==> config.mk <==
export PLATFORM = sky130hd
export DESIGN_NAME = switch_forward_policy_ctrl
export DESIGN_NICKNAME = d
export VERILOG_FILES = /design/src/fwd_policy_pkg.sv /design/src/frame_classifier.sv /design/src/apb_regs.sv /design/src/switch_forward_policy_ctrl.sv
export SDC_FILE = /design/constraint.sdc
export NUM_CORES = 1
export LEC_CHECK = 0
export ABC_CLOCK_PERIOD_IN_PS = 4700
export BUFFER_PORTS_ARGS = -buffer_cell sky130_fd_sc_hd__buf_2
export CAP_MARGIN = 25
export CORE_AREA = 2 2 150 152
export CTS_BUF_LIST = sky130_fd_sc_hd__clkbuf_2 sky130_fd_sc_hd__clkbuf_4 sky130_fd_sc_hd__clkbuf_8
export CTS_CLUSTER_DIAMETER = 100
export DETAILED_ROUTE_END_ITERATION = 6
export DIE_AREA = 0 0 152 154
export MAX_ROUTING_LAYER = met4
export PLACE_DENSITY = 0.74
export SLEW_MARGIN = 20
export SYNTH_ARGS = -nofsm -noshare
export SYNTH_HDL_FRONTEND = slang
export SYNTH_SLANG_ARGS = --single-unit
==> constraint.sdc <==
create_clock -name pclk -period 4.7 [get_ports pclk]
set_clock_uncertainty 0.15 [all_clocks]
set_input_delay 0.94 -clock pclk [delete_from_list [all_inputs] [get_ports pclk]]
set_output_delay 0.94 -clock pclk [all_outputs]
set_load 0.01 [all_outputs]
==> src/fwd_policy_pkg.sv <==
// constants, offsets and types for the switch forwarding policy block
package fwd_policy_pkg;
   localparam int NUM_PORTS = 26;
   localparam int PORT_W = 5;
   localparam int LOW_PORTS = 16;
   localparam int HIGH_PORTS = 10;
   // printed offsets are indexes; byte address is four times the index
   localparam logic [7:0] IDX_PORT_DISABLE_LOW = 8'h9e;
   localparam logic [7:0] IDX_PORT_DISABLE_HIGH = 8'h9f;
   localparam logic [7:0] IDX_IGMP_SNOOP_ENABLE_LOW = 8'ha0;
   localparam logic [7:0] IDX_IGMP_SNOOP_AND_MCAST_CTRL = 8'ha1;
   localparam logic [7:0] IDX_CPU_PORT_CONTROL = 8'ha2;
   localparam logic [7:0] IDX_RESERVED_DA_FORWARD_CTRL = 8'ha3;
   localparam int ADDR_W = 12;
   // field positions
   localparam int MCAST_CTRL_LSB = 10;
   localparam int CPU_PORT_LSB = 0;
   localparam int RX_TAG_EN_BIT = 5;
   localparam int TX_TAG_EN_BIT = 6;
   localparam int PAUSE_TAG_BIT = 7;
   localparam int LEARN_GROUP_LSB = 11;
   localparam int CPU_LEARN_DIS_BIT = 13;
   // reset values
   localparam logic [15:0] RST_PORT_DISABLE = 16'h0000;
   localparam logic [15:0] RST_IGMP = 16'h0000;
   localparam logic [15:0] RST_CPU_CTRL = 16'h001f;
   localparam logic [15:0] RST_RSV_FWD = 16'h0004;
   // writable masks
   localparam logic [15:0] MASK_HIGH_PORTS = 16'h03ff;
   localparam logic [15:0] MASK_IGMP_HIGH = 16'h0fff;
   localparam logic [15:0] MASK_CPU_CTRL = 16'h38ff;
   // frame constants
   localparam logic [23:0] IGMP_DA_PREFIX = 24'h0100_5e;
   localparam logic [15:0] TYPE_IPV4 = 16'h0800;
   localparam logic [3:0] IP_VERSION_4 = 4'h4;
   localparam logic [7:0] IP_PROTO_IGMP = 8'h02;
   localparam logic [39:0] RSV_DA_PREFIX = 40'h0180_c200_00;
   localparam logic [15:0] TYPE_MAC_CTRL = 16'h8808;
   localparam logic [15:0] OPCODE_PAUSE = 16'h0001;
   localparam logic [4:0] NO_CPU_PORT = 5'h1f;
   localparam int RX_TAG_BYTES = 8;
   localparam int TX_TAG_BYTES = 4;
   typedef enum logic [1:0] {
      MC_FLOOD = 2'b00, MC_TO_CPU = 2'b01, MC_DISCARD = 2'b10,
      MC_RESERVED = 2'b11
   } mcast_action_t;
   typedef enum logic [1:0] {
      RF_NORMAL = 2'b00, RF_DISCARD = 2'b01, RF_CPU_ELSE_NORMAL = 2'b10,
      RF_CPU_ELSE_DROP = 2'b11
   } rsv_option_t;
   typedef enum logic [1:0] {
      LG_SA_ONLY0 = 2'b00, LG_SA_ONLY1 = 2'b01, LG_SA_VID0 = 2'b10,
      LG_SA_VID5 = 2'b11
   } learn_mode_t;
endpackage : fwd_policy_pkg

==> src/frame_classifier.sv <==
// header classifier: igmp and reserved destination range decode
`timescale 1ns/1ps
module frame_classifier
   import fwd_policy_pkg::*;
(
   input wire logic [47:0] da,
   input wire logic [15:0] len_type,
   input wire logic [3:0] ip_version,
   input wire logic [7:0] ip_protocol,
   input wire logic [15:0] mac_ctrl_opcode,
   output logic is_igmp,
   output logic is_reserved,
   output logic [2:0] rsv_range,
   output logic is_broadcast,
   output logic is_multicast
);
   logic [7:0] low;
   assign low = da[7:0];
   assign is_broadcast = &da;
   // group bit of the first octet
   assign is_multicast = da[40];
   assign is_igmp = (da[47:24] == IGMP_DA_PREFIX) &&
      (len_type == TYPE_IPV4) && (ip_version == IP_VERSION_4) &&
      (ip_protocol == IP_PROTO_IGMP);
   // reserved range select; pause DA only for non-pause opcodes
   always_comb begin
      is_reserved = (da[47:8] == RSV_DA_PREFIX);
      rsv_range = 3'd0;
      if (low == 8'h00) begin
         rsv_range = 3'd0;
      end else if (low == 8'h01) begin
         rsv_range = 3'd1;
         if (len_type != TYPE_MAC_CTRL || mac_ctrl_opcode == OPCODE_PAUSE)
         begin
            is_reserved = 1'b0;
         end
      end else if (low == 8'h02) begin
         rsv_range = 3'd2;
      end else if (low == 8'h03) begin
         rsv_range = 3'd3;
      end else if (low <= 8'h0f) begin
         rsv_range = 3'd4;
      end else if (low <= 8'h1f) begin
         rsv_range = 3'd5;
      end else if (low <= 8'h22) begin
         rsv_range = 3'd6;
      end else begin
         rsv_range = 3'd7;
      end
   end
endmodule : frame_classifier

==> src/apb_regs.sv <==
// apb slave holding the six policy registers
`timescale 1ns/1ps
module apb_regs
   import fwd_policy_pkg::*;
(
   input wire logic pclk,
   input wire logic presetn,
   input wire logic psel,
   input wire logic penable,
   input wire logic pwrite,
   input wire logic [ADDR_W-1:0] paddr,
   input wire logic [31:0] pwdata,
   output logic [31:0] prdata,
   output logic pready,
   output logic pslverr,
   output logic [15:0] port_disable_low,
   output logic [15:0] port_disable_high,
   output logic [15:0] igmp_snoop_enable_low,
   output logic [15:0] igmp_snoop_and_mcast_ctrl,
   output logic [15:0] cpu_port_control,
   output logic [15:0] reserved_da_forward_ctrl
);
   logic [7:0] idx;
   logic hit;
   logic wr;
   logic [15:0] rd;
   assign idx = paddr[9:2];
   assign pready = 1'b1;
   assign wr = psel && penable && pwrite && hit;
   always_comb begin
      hit = 1'b1;
      rd = 16'h0000;
      unique case (idx)
         IDX_PORT_DISABLE_LOW: rd = port_disable_low;
         IDX_PORT_DISABLE_HIGH: rd = port_disable_high;
         IDX_IGMP_SNOOP_ENABLE_LOW: rd = igmp_snoop_enable_low;
         IDX_IGMP_SNOOP_AND_MCAST_CTRL: rd = igmp_snoop_and_mcast_ctrl;
         IDX_CPU_PORT_CONTROL: rd = cpu_port_control;
         IDX_RESERVED_DA_FORWARD_CTRL: rd = reserved_da_forward_ctrl;
         default: hit = 1'b0;
      endcase
      if (paddr[1:0] != 2'b00 || paddr[ADDR_W-1:10] != '0) begin
         hit = 1'b0;
      end
   end
   // unmapped address: error answer; reads zero unless paddr[9:2] still matches a register, which then reads back
   assign pslverr = psel && penable && !hit;
   assign prdata = {16'h0000, rd};
   // all disable bits reset to zero
   always_ff @(posedge pclk or negedge presetn) begin
      if (!presetn) begin
         port_disable_low <= RST_PORT_DISABLE;
         port_disable_high <= RST_PORT_DISABLE;
         igmp_snoop_enable_low <= RST_IGMP;
         igmp_snoop_and_mcast_ctrl <= RST_IGMP;
         cpu_port_control <= RST_CPU_CTRL;
         reserved_da_forward_ctrl <= RST_RSV_FWD;
      end else if (wr) begin
         unique case (idx)
            IDX_PORT_DISABLE_LOW: port_disable_low <= pwdata[15:0];
            IDX_PORT_DISABLE_HIGH:
               port_disable_high <= pwdata[15:0] & MASK_HIGH_PORTS;
            IDX_IGMP_SNOOP_ENABLE_LOW: igmp_snoop_enable_low <= pwdata[15:0];
            IDX_IGMP_SNOOP_AND_MCAST_CTRL:
               igmp_snoop_and_mcast_ctrl <= pwdata[15:0] & MASK_IGMP_HIGH;
            IDX_CPU_PORT_CONTROL:
               cpu_port_control <= pwdata[15:0] & MASK_CPU_CTRL;
            default: reserved_da_forward_ctrl <= pwdata[15:0];
         endcase
      end
   end
endmodule : apb_regs

==> src/switch_forward_policy_ctrl.sv <==
// forwarding policy decision for one received frame header per request
`timescale 1ns/1ps
// How it works
// - disabled port neither receives nor transmits
// - no learning on disabled port; reset zero
// - igmp frames go to cpu when snooping
// - one snooping bit per port, reset zero
// - igmp on non-snooping port uses multicast control
// - unknown non-reserved multicast uses multicast control
// - multicast control: flood, cpu, discard, reserved
// - five-bit cpu port, reset means none
// - cpu prefixes 8-byte tag; device strips it
// - transmit tag enable adds 4-byte cpu tag
// - pause tag bit adds tag on pause when transmit tag enable is set
// - learning group modes sa or sa+vid0
// - mode 11 learns with sa+vid[4:0]
// - cpu port learning can be disabled
// - 2-bit option per reserved range
// - pause DA non-pause opcodes, reset 01
// - reserved option encoding with cpu exceptions
// - tagged cpu frames with vector bypass options
module switch_forward_policy_ctrl
   import fwd_policy_pkg::*;
#(
   parameter int PORTS = NUM_PORTS
)(
   input wire logic pclk,
   input wire logic presetn,
   input wire logic psel,
   input wire logic penable,
   input wire logic pwrite,
   input wire logic [fwd_policy_pkg::ADDR_W-1:0] paddr,
   input wire logic [31:0] pwdata,
   output logic [31:0] prdata,
   output logic pready,
   output logic pslverr,
   input wire logic req_valid,
   input wire logic [4:0] rx_port,
   input wire logic [47:0] da,
   input wire logic [15:0] len_type,
   input wire logic [3:0] ip_version,
   input wire logic [7:0] ip_protocol,
   input wire logic [15:0] mac_ctrl_opcode,
   input wire logic da_in_table,
   input wire logic [PORTS-1:0] table_vector,
   input wire logic [PORTS-1:0] group_members,
   input wire logic [11:0] vid,
   input wire logic rx_tag_present,
   input wire logic rx_tag_vector_valid,
   input wire logic [PORTS-1:0] rx_tag_vector,
   input wire logic pause_event,
   output logic dec_valid,
   output logic [PORTS-1:0] dest_vector,
   output logic drop,
   output logic learn_enable,
   output logic [4:0] learning_group_index,
   output logic strip_rx_tag,
   output logic [PORTS-1:0] port_rx_enable,
   output logic [PORTS-1:0] port_tx_enable,
   output logic [PORTS-1:0] insert_tx_tag,
   output logic pause_tag_insert
);
   // register bit mapping is fixed to the documented port count
   if (PORTS != NUM_PORTS) begin : g_bad_ports
      $error("port count must be 26");
   end

   // ------------------------------------------------------------
   // registers
   // ------------------------------------------------------------
   logic [15:0] port_disable_low;
   logic [15:0] port_disable_high;
   logic [15:0] igmp_snoop_enable_low;
   logic [15:0] igmp_snoop_and_mcast_ctrl;
   logic [15:0] cpu_port_control;
   logic [15:0] reserved_da_forward_ctrl;

   apb_regs u_regs (
      .pclk(pclk),
      .presetn(presetn),
      .psel(psel),
      .penable(penable),
      .pwrite(pwrite),
      .paddr(paddr),
      .pwdata(pwdata),
      .prdata(prdata),
      .pready(pready),
      .pslverr(pslverr),
      .port_disable_low(port_disable_low),
      .port_disable_high(port_disable_high),
      .igmp_snoop_enable_low(igmp_snoop_enable_low),
      .igmp_snoop_and_mcast_ctrl(igmp_snoop_and_mcast_ctrl),
      .cpu_port_control(cpu_port_control),
      .reserved_da_forward_ctrl(reserved_da_forward_ctrl)
   );

   // ------------------------------------------------------------
   // field decode
   // ------------------------------------------------------------
   logic [PORTS-1:0] port_disabled;
   logic [PORTS-1:0] snoop_en;
   logic [PORTS-1:0] cpu_mask;
   mcast_action_t mcast_action;
   learn_mode_t learn_mode;
   logic [4:0] cpu_port;
   logic cpu_present;
   logic rx_tag_en;
   logic tx_tag_en;
   logic pause_tag_en;
   logic cpu_learn_dis;

   assign port_disabled = {port_disable_high[HIGH_PORTS-1:0],
      port_disable_low};
   assign snoop_en = {igmp_snoop_and_mcast_ctrl[HIGH_PORTS-1:0],
      igmp_snoop_enable_low};
   assign mcast_action = mcast_action_t'(
      igmp_snoop_and_mcast_ctrl[MCAST_CTRL_LSB +: 2]);
   assign cpu_port = cpu_port_control[CPU_PORT_LSB +: PORT_W];
   assign rx_tag_en = cpu_port_control[RX_TAG_EN_BIT];
   assign tx_tag_en = cpu_port_control[TX_TAG_EN_BIT];
   assign pause_tag_en = cpu_port_control[PAUSE_TAG_BIT];
   assign learn_mode = learn_mode_t'(
      cpu_port_control[LEARN_GROUP_LSB +: 2]);
   assign cpu_learn_dis = cpu_port_control[CPU_LEARN_DIS_BIT];

   // numbers past the last port mean no cpu port
   assign cpu_present = (cpu_port < 5'(PORTS)) && (cpu_port != NO_CPU_PORT);

   genvar g;
   generate
      for (g = 0; g < PORTS; g++) begin : g_port
         assign cpu_mask[g] = cpu_present && (cpu_port == 5'(g));
         // disabled ports neither receive nor transmit
         assign port_rx_enable[g] = !port_disabled[g];
         assign port_tx_enable[g] = !port_disabled[g];
         // tag on every frame sent to the cpu port while transmit tag enable is set
         assign insert_tx_tag[g] = tx_tag_en && cpu_mask[g];
      end
   endgenerate

   assign pause_tag_insert = pause_event && tx_tag_en && pause_tag_en &&
      cpu_present;

   // ------------------------------------------------------------
   // classification
   // ------------------------------------------------------------
   logic is_igmp;
   logic is_reserved;
   logic [2:0] rsv_range;
   logic is_broadcast;
   logic is_multicast;

   frame_classifier u_class (
      .da(da),
      .len_type(len_type),
      .ip_version(ip_version),
      .ip_protocol(ip_protocol),
      .mac_ctrl_opcode(mac_ctrl_opcode),
      .is_igmp(is_igmp),
      .is_reserved(is_reserved),
      .rsv_range(rsv_range),
      .is_broadcast(is_broadcast),
      .is_multicast(is_multicast)
   );

   // ------------------------------------------------------------
   // decision
   // ------------------------------------------------------------
   logic from_cpu;
   logic rx_ok;
   logic port_ok;
   logic [PORTS-1:0] flood_vec;
   logic [PORTS-1:0] normal_vec;
   logic [PORTS-1:0] next_vector;
   logic next_drop;
   logic next_learn;
   logic [4:0] next_lg;
   rsv_option_t rsv_opt;

   assign port_ok = rx_port < 5'(PORTS);
   assign from_cpu = cpu_present && (rx_port == cpu_port);
   assign rx_ok = port_ok && !port_disabled[rx_port];
   assign rsv_opt = rsv_option_t'(reserved_da_forward_ctrl[rsv_range*2 +: 2]);
   assign flood_vec = group_members & ~(PORTS'(1) << rx_port);
   assign normal_vec = da_in_table ? table_vector : flood_vec;

   always_comb begin
      next_vector = normal_vec;
      next_drop = 1'b0;
      // tag vector from the cpu decides forwarding
      if (from_cpu && rx_tag_en && rx_tag_present && rx_tag_vector_valid)
      begin
         next_vector = rx_tag_vector;
      end else if (is_reserved) begin
         unique case (rsv_opt)
            RF_NORMAL: next_vector = normal_vec;
            RF_DISCARD: next_drop = 1'b1;
            RF_CPU_ELSE_NORMAL: begin
               if (!from_cpu) begin
                  next_vector = cpu_mask;
               end
            end
            RF_CPU_ELSE_DROP: begin
               if (from_cpu) begin
                  next_drop = 1'b1;
               end else begin
                  next_vector = cpu_mask;
               end
            end
         endcase
      end else if (is_igmp && snoop_en[rx_port]) begin
         next_vector = cpu_mask;
      end else if ((is_igmp || (!da_in_table && is_multicast &&
            !is_broadcast)) && !is_reserved) begin
         unique case (mcast_action)
            MC_FLOOD: next_vector = flood_vec;
            MC_TO_CPU: next_vector = cpu_mask;
            MC_DISCARD: next_drop = 1'b1;
            MC_RESERVED: next_vector = flood_vec;
         endcase
      end
      // never send out of a disabled port
      next_vector = next_vector & ~port_disabled;
      if (!rx_ok) begin
         next_drop = 1'b1;
      end
      // cpu-bound with no cpu delivers nothing
      if (next_vector == '0) begin
         next_drop = 1'b1;
      end
      if (next_drop) begin
         next_vector = '0;
      end
   end

   assign next_learn = rx_ok && !(from_cpu && cpu_learn_dis);

   always_comb begin
      unique case (learn_mode)
         LG_SA_VID0: next_lg = {4'h0, vid[0]};
         LG_SA_VID5: next_lg = vid[4:0];
         default: next_lg = 5'h00;
      endcase
   end

   // ------------------------------------------------------------
   // registered answer, one cycle after the request
   // ------------------------------------------------------------
   always_ff @(posedge pclk or negedge presetn) begin
      if (!presetn) begin
         dec_valid <= 1'b0;
      end else begin
         dec_valid <= req_valid;
      end
   end

   always_ff @(posedge pclk or negedge presetn) begin
      if (!presetn) begin
         dest_vector <= '0;
         drop <= 1'b0;
         learn_enable <= 1'b0;
         learning_group_index <= 5'h00;
         strip_rx_tag <= 1'b0;
      end else if (req_valid) begin
         dest_vector <= next_vector;
         drop <= next_drop;
         learn_enable <= next_learn;
         learning_group_index <= next_lg;
         strip_rx_tag <= from_cpu && rx_tag_en;
      end
   end
endmodule : switch_forward_policy_ctrl

==> results of run 1 <==
## routing by layer
metal	vias to the layer above	global-route usage, %	wire (um)
met1	5217	47.2	17100
met2	741	54.7	18800
met5	-	-	0
met3	103	6.31	4130
met4	0	12.4	1420
li1	4669	-	-
## cell families after synthesis
| kind of cell | after synthesis |
|---|---|
| AND/OR/NAND/NOR | 394 |
| AO/OA/AOI/OAI | 297 |
| buffers and inverters | 159 |
| flip-flops | 116 |
| multiplexers | 108 |
| XOR/XNOR | 4 |
| adder cells (fa/ha/maj) | 3 |
| other | 2 |
## per-stage QoR
step	hold WS (ns)	setup slack, ns	power, mW	instances	utilization [%]
after floorplan	0.324	0.723	1.21	1098	-
after global placement	0.311	0.153	1.42	1686	51.8
after detailed placement	0.313	0.136	1.42	1686	51.8
after CTS	0.257	0.600	2.42	1718	53.7
after global routing	0.280	0.288	2.50	1720	53.7
final	0.254	0.472	2.43	1722	53.7
## registers in the layout, indices dropped and copies added (netlist names)
| name | cells |
|---|---|
| dec_valid | 1 |
| dest_vector | 26 |
| drop | 1 |
| learn_enable | 1 |
| learning_group_index | 5 |
| strip_rx_tag | 1 |
| u_regs.cpu_port_control | 11 |
| u_regs.igmp_snoop_and_mcast_ctrl | 12 |
| u_regs.igmp_snoop_enable_low | 16 |
| u_regs.port_disable_high | 10 |
| u_regs.port_disable_low | 16 |
| u_regs.reserved_da_forward_ctrl | 16 |
## power breakdown
| group | total [mW] | internal [mW] | switching [mW] |
|---|---|---|---|
| Clock | 1.01 | 0.552 | 0.461 |
| Combinational | 0.402 | 0.162 | 0.241 |
| Sequential | 1.01 | 1.01 | 0.00573 |
## layout make-up
type,count,area (sq um),share of cell area [%]
multi-input combinational,823,5520,47.4
timing repair buffer,419,2280,19.5
antenna,4,10.0,0.0859
inverter,48,180,1.55
clock inverter,10,136,1.17
clock buffer,22,272,2.33
sequential,116,2910,25.0
tap,280,350,3.01
## critical path, cell delays in order
cell      delay, ns
buf_2          0.13
or4b_1         0.63
nand2_1        0.21
a211oi_1       0.14
or4_4          0.68
nand2b_2       0.12
nand3b_1       0.09
a31oi_1        0.40
nand4_1        0.27
nor4_1         0.27
nand3_1        0.19
o41ai_2        0.36
## worst max path at each step
stage | startpoint | end | slack, ns | cells after the start
final | da[3] | drop | 0.47 | 12
after global routing | da[3] | drop | 0.29 | 14
after CTS | da[3] | drop | 0.60 | 12
after detailed placement | da[3] | drop | 0.14 | 12
after global placement | da[3] | drop | 0.15 | 12
after floorplan | da[4] | drop | 0.72 | 13
## cell usage after synthesis (4+ instances only)
cell / instances
a222oi_1: 12
or2_2: 7
a2111oi_0: 4
a22o_1: 13
o2bb2ai_1: 18
and2_1: 8
dfstp_2: 6
nand4_1: 21
nand3b_1: 6
o211ai_1: 12
o21ai_0: 100
nor4_2: 4
o21a_1: 7
mux4_2: 13
or3_1: 11
clkbuf_1: 57
a21oi_1: 37
nor3_1: 41
mux2_2: 73
o22ai_1: 6
nand2b_1: 8
nor2_1: 73
a21o_1: 5
dfrtp_1: 110
nand2_1: 117
and3_1: 12
a211oi_1: 14
nor4b_1: 6
mux2i_1: 21
o21ai_1: 8
a31oi_1: 14
nand3_1: 20
xnor2_1: 4
nor4_1: 29
inv_1: 46
buf_4: 43
buf_2: 7
o31ai_1: 4
==> flow_summary.toml, run 1 <==
[synthesis]
synth_top_area_share_pct = 30.1
muxShareOfSynthArea_pct = 14.6
synth_cell_types = 87
syn-cell-area_sq_mm = 0.00914
syn-instance-count = 1083
parity_gate_share_of_the_synthesized_area_counting_xor_and_xnor_cells_pct = 0.383
synth_adder_area_share_pct = 0.411
synthesis.yosys.warnings = 0
synth-simple-area-share_pct = 22.2
compound_cell_area_share_of_the_yosys_netlist_pct = 21.9
synth_edf_count = 0
syn_avg_cell_area_sq_um = 8.44
synthDominantAreaCellType = "dfrtp_1"
sequential_to_total_area_share_from_yosys_stat_pct = 31.8
top_reg_cell_synth = "dfrtp_1"
synth_async_sr_flop_share_pct = 100
yosys_register_bits = 116
synth_top_cells_by_area = "dfrtp_1 (30%), mux2_2 (9.0%), o21ai_0 (5.5%)"
dominant_combinational_cell_family_by_area_after_synthesis = "simple AND/OR/NAND/NOR gates"

[die]
chipWidth_um = 152
die-area_sq_mm = 0.0234
initial_core_utilization_pct = 42.1
design.core.area_sq_mm = 0.0217
die_y_um = 154
boundaryPins = 389
placementRows = 54

[setup_path]
reg2regPathDepth = 12
worst_ep_arrival_time_ns = 4.45
rrSetupSlack_ns = 0.79
endpoint_kind = "flip-flop"
timing.rr.end = "drop"
regToRegStartpoint = "u_regs.cpu_port_control[4]"
startpoint_type = "primary input"
req_time_crit_path_ns = 4.92
path_class = "in2reg"
cp_max_fo = 12

[cts]
cts.hold.buffers_added = 0
clk_path_buf_depth = 2
cts_buf_count = 17
cts.root.buffer_cell = "clkbuf_8"
cts_tree = "built"
cts_setup_buffers = 0
post_cts.resized_instances = 0
clock_tree.htree_level_count = 4
worst_skew_late_latency_ns = 0.47
clk_transition_reported_paths_ns = 0.09
cts.sinks = 116

[layout]
final_nets = 1669
stdcell_area_sq_mm = 0.0117
layout_commonest_cell = "buf_2"
layout.cells.most_common_list = "buf_2 (347), nand2_1 (117), dfrtp_1 (110)"
layout.filler_cells = 2133
final_layout_size_suffix_gt1_share_pct = 40.1
layout-area-overhead-vs-synth_pct = 27.5

[global_route]
largest_net_degree_at_the_start_of_global_routing = 47
grt_use_total_pct = 35.5
antenna_found_initial = 2
first_global_vias = 10200
global_route.overflow_total = 0
grt_pass1_wl_um = 61900

[pwr]
cellLeakagePower_nw = 5.66
vdd.ir_drop.worst_uv = 167
pwr_density_cell_mw_per_mm2 = 208

[routing]
postRouteAntennaNets = 0
finalWirelength_um = 41400
dr.first_iter.drc_count = 1178
detailed_route_wire_length_per_cell_um = 24.1
drt-vias-per-instance = 6.23
dr_total_vias = 10700
drt_pre_antenna_iters = 7
route.detailed.drc = 6

[sta]
final.period_utilization_pct = 90.0
grt_setup_unrepaired = "no"
hold_violations = 0
maxSlewViolCount = 0
finalSetupViolCount = 0
period_minus_slack_ns = 4.23
slew_headroom_pct = 37.9
fin_setup_tns_ns = 0
max_slew.worst_pin.slew_ns = 0.930
maxClockFrequency_ghz = 0.236

[placement]
place_congestion = 1.00
hpwlAfterDp_um = 32600
placedInstanceArea_sq_mm = 0.0112
io_buffer_count = 348

[outcome]
failed_checks = "DRC"
status = "finished, violations left"

[hold_path]
timing.hold.worst.class = "in2async"

[flow_run]
drv.max_cap_violation_count = 0
Note: power is estimated with default switching activity, not from simulation.
==> run 2, diff against run 1 <==
--- a/config.mk
+++ b/config.mk
@@ -5,6 +5,7 @@
 export SDC_FILE = /design/constraint.sdc
 export NUM_CORES = 1
 export LEC_CHECK = 0
+export ABC_AREA = 0
 export ABC_CLOCK_PERIOD_IN_PS = 4700
 export BUFFER_PORTS_ARGS = -buffer_cell sky130_fd_sc_hd__buf_2
 export CAP_MARGIN = 25
@@ -15,6 +16,7 @@
 export DIE_AREA = 0 0 152 154
 export MAX_ROUTING_LAYER = met4
 export PLACE_DENSITY = 0.74
+export REMOVE_ABC_BUFFERS = 1
 export SLEW_MARGIN = 20
 export SYNTH_ARGS = -nofsm -noshare
 export SYNTH_HDL_FRONTEND = slang
==> run 2 against run 1 <==
  * The run still ends with DRC left
  * Sequential share of layout area is 0.66 points lower
  * Largest cell class unchanged
  * Clock power is 11% lower
  * Total power is 3.5% lower
  * Die area stayed put
  * Largest power group unchanged
  * Highest routed layer unchanged
  * Worst setup slack worse by 0.021 ns
  * Cell area is 2.7% higher
  * First-iteration DRC count is 9.0% higher
==> flow_summary.toml, run 2 (synthesized netlist as in run 1, its figures left out) <==
[pwr]
vdd.ir_drop.worst_uv = 164
power.share.sequential_pct = 43.2
cellLeakagePower_nw = 5.85
p_int_mw = 1.61
power.clock.fraction_pct = 38.4
pwr_density_cell_mw_per_mm2 = 196
share_comb_of_total_power_pct = 18.4
final_power_mw = 2.34
switching_power_mw = 0.731
switching_share_pct = 31.2

[routing]
postRouteAntennaNets = 0
drt_pre_antenna_iters = 7
detailed_route_wire_length_per_cell_um = 24.0
dr_total_vias = 10900
dr.first_iter.drc_count = 1284
drt-vias-per-instance = 6.18
route.detailed.drc = 2
finalWirelength_um = 42400

[sta]
grt_setup_unrepaired = "no"
max_slew.worst_pin.slew_ns = 1.08
hold_violations = 0
final.period_utilization_pct = 90.4
slew_headroom_pct = 27.8
maxSlewViolCount = 0
period_minus_slack_ns = 4.25
finalSetupViolCount = 0
maxClockFrequency_ghz = 0.235
setup_ws_ns = 0.450

[cts]
cts_buf_count = 17
cts_tree = "built"
cts.hold.buffers_added = 0
cts.root.buffer_cell = "clkbuf_8"
clock_tree.htree_level_count = 4
cts_setup_buffers = 0
clk_path_buf_depth = 2
cts.sinks = 116
worst_skew_late_latency_ns = 0.47
clk_transition_reported_paths_ns = 0.08
post_cts.resized_instances = 0

[placement]
placedInstanceArea_sq_mm = 0.0116
placement.setup.worst_slack_ns = 0.0414
hpwlAfterDp_um = 33700
place_congestion = 1.00
io_buffer_count = 348

[die]
placementRows = 54
design.core.area_sq_mm = 0.0217
die-area_sq_mm = 0.0234
boundaryPins = 389
initial_core_utilization_pct = 42.1
die_y_um = 154
chipWidth_um = 152

[layout]
regMostFlops = "dest_vector"
stdcell_area_sq_mm = 0.0120
final_layout_size_suffix_gt1_share_pct = 41.8
layout-area-overhead-vs-synth_pct = 31.0
final_nets = 1713
layout_commonest_cell = "buf_2"
largest_register_ffs = 26
layout.cells.most_common_list = "buf_2 (347), nand2_1 (117), buf_4 (114)"

[setup_path]
timing.rr.end = "drop"
timing.critical_path.max_delay_family = "simple AND/OR/NAND/NOR gates"
critPathMaxStageDelay_ns = 0.43
cp_max_fo = 7
timing.critical_path.slowest_stage_cell = "nor4b_1"
cp_num_buf_inv = 6
endpoint_kind = "flip-flop"
worstPathCellList = "buf_2, nor4b_1, buf_4, nand4_1, buf_4, nor4_4, buf_4, nand2_2, a21oi_1, buf_4, buf_4, mux2_2, nand2_1, a21oi_2, nor4_1, nand3_1, o41ai_2"
reg2regPathDepth = 13
startpoint_type = "primary input"
path_class = "in2reg"
req_time_crit_path_ns = 4.92
timing.critical_path.mode_cell = "buf_4"
worst_ep_arrival_time_ns = 4.47
rrSetupSlack_ns = 0.64
regToRegStartpoint = "u_regs.cpu_port_control[4]"

[global_route]
antenna_found_initial = 5
largest_net_degree_at_the_start_of_global_routing = 67
grt_pass1_wl_um = 63200
first_global_vias = 10400
grt_use_total_pct = 36.2
global_route.overflow_total = 0

[hold_path]
timing.hold.worst.class = "reg2reg"
hold_path_end = "learn_enable"
hold_start = "learn_enable"
hold_path_depth = 1

[outcome]
failed_checks = "DRC"
status = "finished, violations left"

[flow_run]
drv.max_cap_violation_count = 0
## run 2: worst reg2reg max path: cells and delay by family (launching register included)
family | cells | cell delay (ns)
buffers and inverters | 2 | 0.42
muxes | 1 | 0.24
DFF | 1 | 0.74
and+or+nand+nor | 4 | 1.13
AOI/OAI and AO/OA | 6 | 1.25
## run 2: power groups by stage
| stage | Combinational [mW] | Sequential (mW) | Clock, mW |
|---|---|---|---|
| after floorplan | 0.143 | 1.03 | 0 |
| after global placement | 0.417 | 1.03 | 0 |
| after detailed placement | 0.420 | 1.03 | 0 |
| after CTS | 0.421 | 1.01 | 0.893 |
| after global routing | 0.459 | 1.01 | 0.946 |
| final | 0.430 | 1.01 | 0.900 |
## run 2: worst max-delay path by stage
stage,from,to,slack [ns],cells past startpoint
3_5_place_dp,len_type[13],drop,0.04,17
3_3_place_gp,da[44],drop,0.07,14
5_1_grt,len_type[13],drop,0.30,17
4_1_cts,len_type[13],drop,0.51,17
2_1_floorplan,paddr[9],u_regs.igmp_snoop_and_mcast_ctrl[0],-0.02,7
6_report,len_type[13],drop,0.45,17
## run 2: metrics by stage
step	hold slack, ns	std cells	utilization, %	TNS, ns
6_report	0.332	1769	55.2	0
5_1_grt	0.349	1767	55.2	0
4_1_cts	0.340	1762	55.1	0
3_5_place_dp	0.319	1730	53.5	0
3_3_place_gp	0.310	1730	53.5	0
2_1_floorplan	0.324	987	-	-0.215
## run 2: layout make-up
class / instances / area [sq um]
Fill cell: 2066 / 9720
Sequential cell: 116 / 2910
Clock buffer: 19 / 249
Clock inverter: 13 / 111
Timing Repair Buffer: 463 / 2630
Antenna cell: 7 / 17.5
Multi-Input combinational cell: 823 / 5520
Tap cell: 280 / 350
Inverter: 48 / 180
## run 2: metal layers
layer / vias to the layer above / track usage [%] / part of all wire (%)
met4: 0 / 15.4 / 4.3
met3: 141 / 7.72 / 9.8
met5: - / - / 0
met1: 5309 / 47.3 / 41
li1: 4762 / - / -
met2: 721 / 54.6 / 45
